[src/rtl/pci_defs.svh]
// register offsets, field positions and reset values of the pin change block
`ifndef PCI_DEFS_SVH
`define PCI_DEFS_SVH
`define PCI_ADDR_W 4
`define PCI_OFF_RISE 4'h0
`define PCI_OFF_FALL 4'h1
`define PCI_OFF_FLAGS 4'h2
`define PCI_OFF_CTRL 4'h3
`define PCI_OFF_IRQ_STAT 4'h4
`define PCI_OFF_IRQ_CLR 4'h5
`define PCI_OFF_IRQ_EN 4'h6
`define PCI_CTRL_MASTER_BIT 0
`define PCI_CTRL_SUMMARY_BIT 1
`define PCI_CTRL_SLEEP_BIT 2
`define PCI_IRQ_EDGE_BIT 0
`define PCI_IRQ_WAKE_BIT 1
`define PCI_RST_RISE 8'h00
`define PCI_RST_FALL 8'h00
`define PCI_RST_FLAGS 8'h00
`define PCI_RST_CTRL 8'h00
`define PCI_RST_IRQ 8'h00
`endif

[src/rtl/pci_pkg.sv]
// types shared by the pin change block
package pci_pkg;
    typedef struct packed {
        logic [3:0] addr;
        logic [7:0] wdata;
        logic wr;
        logic rd;
    } pci_bus_req_t;

    typedef enum logic [1:0] {
        PCI_RUN,
        PCI_SLEEP,
        PCI_WAKE
    } pci_pwr_t;
endpackage

[src/rtl/pci_pin_change.sv]
// pin change interrupt block: edge detect, flags, wake and register slave
// What this block does
// - with master enable set, an enabled pin edge wakes the device from sleep.
// - flags are updated before the core runs its first instruction after wake.
// - each rising enable bit, reset zero, enables rising detection and sets flags.
// - each falling enable bit, reset zero, enables falling detection and sets flags.
// - a cleared enable bit reports no edges of that direction on that pin.
// - flag sets on rising edge with rising enable, or falling edge with falling enable.
// - flags reset to zero; written zero clears; hardware leaves them clear after.
// - with master enable clear, flags still set and core_int_req stays low; the edge status bit can still raise irq.
// - the summary flag is the logical or of all per-pin flags.
// - an edge during a flag write leaves that pin's flag set.
//
// The address map and strobed register access were decided locally.
`timescale 1ns/10ps
`include "pci_defs.svh"
module pci_pin_change #(
    parameter int PINS = 8
)
(
    input wire logic core_clk,
    input wire logic arst_n,
    input wire logic [PINS-1:0] port_pin_x,
    input wire logic [`PCI_ADDR_W-1:0] bus_addr,
    input wire logic [7:0] bus_wdata,
    input wire logic bus_wr,
    input wire logic bus_rd,
    output logic [7:0] bus_rdata,
    output logic core_int_req,
    output logic core_wake,
    output logic change_summary_flag,
    output logic irq
);
    // flag and register paths are one byte wide; other pin counts are refused
    if (PINS != 8)
    begin
        $error("pci_pin_change supports exactly 8 pins");
    end

    logic rst_meta_r;
    logic rst_sync_r;
    always_ff @(posedge core_clk or negedge arst_n)
    begin
        if (!arst_n)
        begin
            rst_meta_r <= 1'b0;
            rst_sync_r <= 1'b0;
        end
        else
        begin
            rst_meta_r <= 1'b1;
            rst_sync_r <= rst_meta_r;
        end
    end
    wire rst_n = rst_sync_r;

    pci_pkg::pci_bus_req_t req;
    assign req = '{addr: bus_addr, wdata: bus_wdata, wr: bus_wr, rd: bus_rd};

    // three stage synchroniser; a change counts when stages two and three agree
    logic [7:0] sync1_r;
    logic [7:0] sync2_r;
    logic [7:0] sync3_r;
    logic [7:0] level_r;
    logic level_ok_r;
    always_ff @(posedge core_clk or negedge rst_n)
    begin
        if (!rst_n)
        begin
            sync1_r <= 8'h00;
            sync2_r <= 8'h00;
            sync3_r <= 8'h00;
        end
        else
        begin
            sync1_r <= port_pin_x;
            sync2_r <= sync1_r;
            sync3_r <= sync2_r;
        end
    end

    wire [7:0] stable_mask = ~(sync2_r ^ sync3_r);
    wire [7:0] level_nxt = (sync3_r & stable_mask) | (level_r & ~stable_mask);

    logic [1:0] fill_r;
    // stage three holds reset zeros until the third edge; seeding earlier would
    // turn a pin that is high at reset into a false rising edge
    always_ff @(posedge core_clk or negedge rst_n)
    begin
        if (!rst_n)
        begin
            fill_r <= 2'h0;
            level_r <= 8'h00;
            level_ok_r <= 1'b0;
        end
        else
        begin
            if (fill_r != 2'h3)
                fill_r <= 2'(fill_r + 2'h1);
            level_r <= level_ok_r ? level_nxt : sync3_r;
            level_ok_r <= fill_r == 2'h3;
        end
    end

    logic [7:0] rise_edge_enable;
    logic [7:0] fall_edge_enable;
    logic [7:0] pin_change_flags;
    logic change_master_enable;
    logic sleep_r;
    logic [1:0] irq_stat_r;
    logic [1:0] irq_en_r;
    pci_pkg::pci_pwr_t pwr_r;
    pci_pkg::pci_pwr_t pwr_nxt;

    wire [7:0] rise_seen = level_nxt & ~level_r & {8{level_ok_r}};
    wire [7:0] fall_seen = ~level_nxt & level_r & {8{level_ok_r}};
    wire [7:0] edge_hit = (rise_seen & rise_edge_enable)
        | (fall_seen & fall_edge_enable);

    wire wr_rise = req.wr && req.addr == `PCI_OFF_RISE;
    wire wr_fall = req.wr && req.addr == `PCI_OFF_FALL;
    wire wr_flags = req.wr && req.addr == `PCI_OFF_FLAGS;
    wire wr_ctrl = req.wr && req.addr == `PCI_OFF_CTRL;
    wire wr_iclr = req.wr && req.addr == `PCI_OFF_IRQ_CLR;
    wire wr_ien = req.wr && req.addr == `PCI_OFF_IRQ_EN;

    // writes only clear; a set in the same cycle wins so no edge is lost
    wire [7:0] flags_keep = wr_flags ? (pin_change_flags & req.wdata) : pin_change_flags;
    wire [7:0] flags_nxt = flags_keep | edge_hit;
    wire summary_nxt = |flags_nxt;
    wire int_nxt = summary_nxt && change_master_enable;
    wire wake_event = sleep_r && int_nxt;
    wire [1:0] irq_ev = {wake_event, |edge_hit};
    wire [1:0] irq_stat_nxt = (irq_stat_r & ~(wr_iclr ? req.wdata[1:0] : 2'h0)) | irq_ev;

    always_comb
    begin
        pwr_nxt = pwr_r;
        case (pwr_r)
            pci_pkg::PCI_RUN:
                if (wr_ctrl && req.wdata[`PCI_CTRL_SLEEP_BIT])
                    pwr_nxt = pci_pkg::PCI_SLEEP;
            pci_pkg::PCI_SLEEP:
                if (int_nxt)
                    pwr_nxt = pci_pkg::PCI_WAKE;
            default:
                pwr_nxt = pci_pkg::PCI_RUN;
        endcase
    end

    always_ff @(posedge core_clk or negedge rst_n)
    begin
        if (!rst_n)
        begin
            rise_edge_enable <= `PCI_RST_RISE;
            fall_edge_enable <= `PCI_RST_FALL;
            pin_change_flags <= `PCI_RST_FLAGS;
            change_master_enable <= 1'b0;
            irq_stat_r <= 2'h0;
            irq_en_r <= 2'h0;
            pwr_r <= pci_pkg::PCI_RUN;
        end
        else
        begin
            if (wr_rise)
                rise_edge_enable <= req.wdata;
            if (wr_fall)
                fall_edge_enable <= req.wdata;
            pin_change_flags <= flags_nxt;
            if (wr_ctrl)
                change_master_enable <= req.wdata[`PCI_CTRL_MASTER_BIT];
            irq_stat_r <= irq_stat_nxt;
            if (wr_ien)
                irq_en_r <= req.wdata[1:0];
            pwr_r <= pwr_nxt;
        end
    end
    assign sleep_r = pwr_r == pci_pkg::PCI_SLEEP;

    // outputs come straight from flops; wake rises with the flags already stored
    always_ff @(posedge core_clk or negedge rst_n)
    begin
        if (!rst_n)
        begin
            change_summary_flag <= 1'b0;
            core_int_req <= 1'b0;
            core_wake <= 1'b0;
            irq <= 1'b0;
        end
        else
        begin
            change_summary_flag <= summary_nxt;
            core_int_req <= int_nxt;
            core_wake <= pwr_r == pci_pkg::PCI_SLEEP && int_nxt;
            irq <= |(irq_stat_nxt & (wr_ien ? req.wdata[1:0] : irq_en_r));
        end
    end

    wire [7:0] ctrl_rd = {5'h00, sleep_r, |pin_change_flags, change_master_enable};
    wire [7:0] rd_mux =
        (req.addr == `PCI_OFF_RISE) ? rise_edge_enable :
        (req.addr == `PCI_OFF_FALL) ? fall_edge_enable :
        (req.addr == `PCI_OFF_FLAGS) ? pin_change_flags :
        (req.addr == `PCI_OFF_CTRL) ? ctrl_rd :
        (req.addr == `PCI_OFF_IRQ_STAT) ? {6'h00, irq_stat_r} :
        (req.addr == `PCI_OFF_IRQ_EN) ? {6'h00, irq_en_r} : 8'h00;

    always_ff @(posedge core_clk or negedge rst_n)
    begin
        if (!rst_n)
            bus_rdata <= 8'h00;
        else if (req.rd)
            bus_rdata <= rd_mux;
        else
            bus_rdata <= 8'h00;
    end

    property p_edge_sets_flag;
        @(posedge core_clk) disable iff (!rst_n)
        (edge_hit[0]) |=> pin_change_flags[0];
    endproperty
    a_edge_sets_flag: assert property (p_edge_sets_flag)
        else $error("enabled edge did not set flag");

    property p_rise_disabled;
        @(posedge core_clk) disable iff (!rst_n)
        (!rise_edge_enable[1] && !fall_edge_enable[1] && !pin_change_flags[1]
            && !(wr_flags && 1'b0)) |=> !pin_change_flags[1];
    endproperty
    a_rise_disabled: assert property (p_rise_disabled)
        else $error("disabled pin reported a change");

    property p_write_race;
        @(posedge core_clk) disable iff (!rst_n)
        (wr_flags && edge_hit[2]) |=> pin_change_flags[2];
    endproperty
    a_write_race: assert property (p_write_race)
        else $error("edge lost during flag write");

    property p_clear;
        @(posedge core_clk) disable iff (!rst_n)
        (wr_flags && !req.wdata[3] && !edge_hit[3]) |=> !pin_change_flags[3];
    endproperty
    a_clear: assert property (p_clear)
        else $error("flag not cleared by zero write");

    property p_summary;
        @(posedge core_clk) disable iff (!rst_n)
        change_summary_flag == (|pin_change_flags);
    endproperty
    a_summary: assert property (p_summary)
        else $error("summary flag differs from or of flags");

    property p_no_int_masked;
        @(posedge core_clk) disable iff (!rst_n)
        (!change_master_enable) |=> !core_int_req;
    endproperty
    a_no_int_masked: assert property (p_no_int_masked)
        else $error("interrupt raised with master enable clear");

    property p_wake;
        @(posedge core_clk) disable iff (!rst_n)
        (sleep_r && change_master_enable && edge_hit != 8'h00) |=> core_wake;
    endproperty
    a_wake: assert property (p_wake)
        else $error("no wake on enabled edge in sleep");

    property p_wake_flags;
        @(posedge core_clk) disable iff (!rst_n)
        $rose(core_wake) |-> pin_change_flags != 8'h00;
    endproperty
    a_wake_flags: assert property (p_wake_flags)
        else $error("woke before flags were updated");

    property p_rise_seen;
        @(posedge core_clk) disable iff (!rst_n)
        (rise_edge_enable[4] && rise_seen[4]) |=> pin_change_flags[4];
    endproperty
    a_rise_seen: assert property (p_rise_seen)
        else $error("rising edge not flagged");

    property p_fall_seen;
        @(posedge core_clk) disable iff (!rst_n)
        (fall_edge_enable[5] && fall_seen[5]) |=> pin_change_flags[5];
    endproperty
    a_fall_seen: assert property (p_fall_seen)
        else $error("falling edge not flagged");

    property p_glitch_filtered;
        @(posedge core_clk) disable iff (!rst_n)
        (sync2_r[7] != sync3_r[7]) |-> !rise_seen[7] && !fall_seen[7];
    endproperty
    a_glitch_filtered: assert property (p_glitch_filtered)
        else $error("edge counted before synchroniser stages agreed");

    property p_masked_flags;
        @(posedge core_clk) disable iff (!rst_n)
        (!change_master_enable && edge_hit != 8'h00) |=> pin_change_flags != 8'h00;
    endproperty
    a_masked_flags: assert property (p_masked_flags)
        else $error("flags not set while master enable clear");

    c_edge: cover property (@(posedge core_clk) disable iff (!rst_n) edge_hit != 8'h00);
    c_race: cover property (@(posedge core_clk) disable iff (!rst_n) wr_flags && |edge_hit);
    c_wake: cover property (@(posedge core_clk) disable iff (!rst_n) $rose(core_wake));
    c_irq: cover property (@(posedge core_clk) disable iff (!rst_n) $rose(irq));
endmodule

[config.mk]
export PLATFORM = sky130hd
export DESIGN_NAME = pci_pin_change
export DESIGN_NICKNAME = d
export VERILOG_FILES = /design/src/rtl/pci_pkg.sv /design/src/rtl/pci_pin_change.sv
export VERILOG_INCLUDE_DIRS = /design/src /design/src/rtl
export SDC_FILE = /design/constraint.sdc
export NUM_CORES = 1
export LEC_CHECK = 0
export BUFFER_PORTS_ARGS = -buffer_cell sky130_fd_sc_hd__buf_2
export CAP_MARGIN = 10
export CORE_ASPECT_RATIO = 0.6
export CORE_UTILIZATION = 40
export DETAILED_ROUTE_END_ITERATION = 6
export GPL_ROUTABILITY_DRIVEN = 0
export HOLD_SLACK_MARGIN = 0.15
export MAX_ROUTING_LAYER = met4
export PLACE_DENSITY_LB_ADDON = 0.12
export SLEW_MARGIN = 10
export SYNTH_ARGS = -nofsm -noshare
export SYNTH_HDL_FRONTEND = slang
export SYNTH_SLANG_ARGS = --single-unit
[constraint.sdc]
create_clock -name core_clk -period 3.5 [get_ports core_clk]
set_input_delay 0.175 -clock core_clk [delete_from_list [all_inputs] [get_ports core_clk]]
set_output_delay 0.175 -clock core_clk [all_outputs]
set_load 0.01 [all_outputs]
==> results.md <==
- Max Cap Violations: 0
- Slew Limit Fails: 0
- Outcome: completed
- Achievable clock frequency: 434.3 MHz
- Placed cell count: 396
- CORE AREA: 7914 um^2
- Slew headroom: 35.39%
- Crit Path Max Fanout: 5
- Final worst-path cycle share: 65.79%
- #FFs+latches synth: 80
- Root Driver: clkbuf_16
- Chip height: 72.13 um
- CTS tree: built
- R2r startpoint: sync2_r[3]$_DFF_PN0_
- Async S/R FF share, synth: 100.0%
- Routed Antenna Nets: 0
- Crit path DAT: 2520 ps
- Post-synthesis cell count: 263
- Setup CP Type: flop to flop
- Final Util: 50.12%
- Setup_tns: 0 ps
- DRC: 0
- Synth-to-Final Area Change: 20.99%
- WP data required: 3720 ps
- # H-tree levels: 3
- I/O Pins: 36
- Clock-pin slew on the worst setup and hold paths: 60 ps
- Largest net degree at the start of global routing: 79
- Final net count: 341
- 1st-iter DRT viols: 119
- Reg-to-Reg End: irq$_DFF_PN0_
- Ys Warns: 0
- Via density: 5.087
- Pwr dens: 570.9 nW/um^2
- Post-Syn Area: 3278 um^2
- RSZ-0062 raised after global routing: false
- GRT Util Overall: 17.73%
- Setup Buffers After CTS: 0
- M1 WL: 3580 um
- Drt wl/cell: 15.50 um
- Die width: 118.9 um
- Yosys cell types: 48
- Met3 wire length: 527 um
- Detailed Route WL: 6618 um
- Vias in the first global route: 1979
- Insertion delay to the later sink of the worst-skew pair: 330 ps
- Drt pass-1 iters: 5
- Initial antenna violation count: 0
- Placed instance area: 3531 um^2
- Avg Inst Size Synth: 12.46 um^2
- Worst slew pin tran: 969.1 ps
- CTS max path bufs: 2
- First-pass GRT wire length: 10710 um
- Post-DP HPWL: 4590 um
- Setup WS pre-CTS: 1049 ps
- Worst setup SP type: flop
- Setup crit end kind: flop
- Worst hold path stage count: 2
- Min-delay src: bus_wdata[0]
- Design Area, Final: 3966 um^2
- PostCTS Resize Cnt: 0
- Top_reg_cell synth: dfrtp_1
- Initial Util: 41.42%
- WHS Endpoint: change_master_enable$_DFFE_PN0P_
- R2R depth: 6
- Setup WS post-layout: 1198 ps
- Syn nets: 288
- Clk sinks: 80
- Final Hold Fails: 0
- Layout cells sized above 1: 25.08%
- Hold Crit Class: primary input to flop
- Total CTS buffers: 9
- Die area: 8574 um^2
- EDFF count, synth: 0
- Sequential area share after synthesis: 61.07%
- Uppermost layer routed: met4
- Worst vdd ir: 325.1 uV
- Non-Filler Instances: 427
- Row count: 25
- I/O Buffers: 35
- Clock period minus worst slack: 2302 ps
- Clock skew: 5.176 ps
- Antenna diode count: 0
- Grt total ovfl: 0
- Routed vias: 2172
- Met2 WL: 2400 um
- Reg2reg setup slack: 1200 ps
- Setup-failing EPs final: 0
- Leak: 1.774 nW
[worst max-delay path by stage]
stage / slack [ps] / start / cells after the start / end
2_1_floorplan: 1110 / rst_n$_DFF_PN0_ / 0 / bus_rdata[0]$_DFF_PN0_
3_3_place_gp: 1110 / bus_addr[1] / 7 / irq$_DFF_PN0_
3_5_place_dp: 1050 / bus_addr[1] / 7 / irq$_DFF_PN0_
4_1_cts: 1170 / sync2_r[3]$_DFF_PN0_ / 6 / irq$_DFF_PN0_
5_1_grt: 1050 / sync3_r[3]$_DFF_PN0_ / 6 / irq$_DFF_PN0_
6_report: 1200 / sync2_r[3]$_DFF_PN0_ / 6 / irq$_DFF_PN0_
[power by group]
group	internal (W)	switching, W	total, W	leakage, nW
sequential	0.00104	0.000104	0.00115	0.943
clock	0.000510	0.000333	0.000842	0.132
combinational	0.000151	0.000124	0.000275	0.699
[state kept, by name, indices dropped and copies added (netlist names)]
| name | flops |
|---|---|
| irq_en_r | 2 |
| rst_meta_r | 1 |
| rise_edge_enable | 8 |
| fill_r | 2 |
| rst_n | 1 |
| pin_change_flags | 8 |
| change_summary_flag | 1 |
| irq_stat_r | 2 |
| bus_rdata | 8 |
| sync3_r | 8 |
| change_master_enable | 1 |
| core_int_req | 1 |
| level_r | 8 |
| level_ok_r | 1 |
| sync1_r | 8 |
| sync2_r | 8 |
| core_wake | 1 |
| pwr_r | 2 |
| fall_edge_enable | 8 |
| irq | 1 |
[cell usage after synthesis, types with 3 or more instances]
cell       n  share of area (%)
a21oi_1   21                3.2
and4b_1    6                1.8
buf_6      3                1.0
clkbuf_1   6               0.69
dfrtp_1   80                 61
mux2_2    18                6.2
mux2i_1   10                3.1
nand2_1   12                1.4
nand2b_1  10                1.9
nor2_1    25                2.9
nor2b_1    3               0.57
nor4bb_1   6                1.8
o21ai_0   13                2.0
o31ai_1    8                1.8
[cells by family after synthesis]
group	after synthesis	synth area share, %
buf+inv	13	2.328
fa+ha+maj	1	0.3816
flops	80	61.07
other cells	1	0.1144
xor+xnor	1	0.2672
mux	29	9.924
compound gates	51	9.542
simple gates	87	16.37
[cells in the final DEF (no fill, tap or decap), drive strengths merged, types with 12 or more instances in the layout]
master	instances
a21oi	21
buf	36
clkbuf	13
dfrtp	80
dlygate4sd3	17
mux2	18
nand2	12
nor2	25
o21ai	13
[timing repair]
action                     CTS  global route
hold buffers                17             0
setup endpoints to repair    0             0
hold endpoints to repair    26             0
[metrics by stage]
stage | power (W) | hold WS (ps)
2_1_floorplan | 0.001321 | -120.6
3_3_place_gp | 0.001419 | -40.51
3_5_place_dp | 0.001423 | -36.95
4_1_cts | 0.002292 | 162.5
5_1_grt | 0.002377 | 173.6
6_report | 0.002264 | 170.1
[per-layer routing]
metal  vias up  GRT usage (%)
li1       1059              -
met3        10          5.818
met2        60          20.60
met1      1043          27.02
met4         0          7.595
met5         -              -
[area by class of cell]
type / count / area, um^2
Clock inverter: 1 / 5.005
Fill cell: 717 / 3948
Clock buffer: 13 / 260.3
Tap cell: 108 / 135.1
Multi-Input combinational cell: 170 / 1200
Timing Repair Buffer: 53 / 352.8
Inverter: 2 / 7.507
Sequential cell: 80 / 2006
[worst max-delay path, stage by stage, from the launching register on]
cell and delay, ps:
dfrtp_1 410, and4b_2 230, o41ai_1 490, nand3_1 110
or3_1 350, or2_0 330, a41o_1 270
No activity file was read; power rests on OpenSTA's default activity.
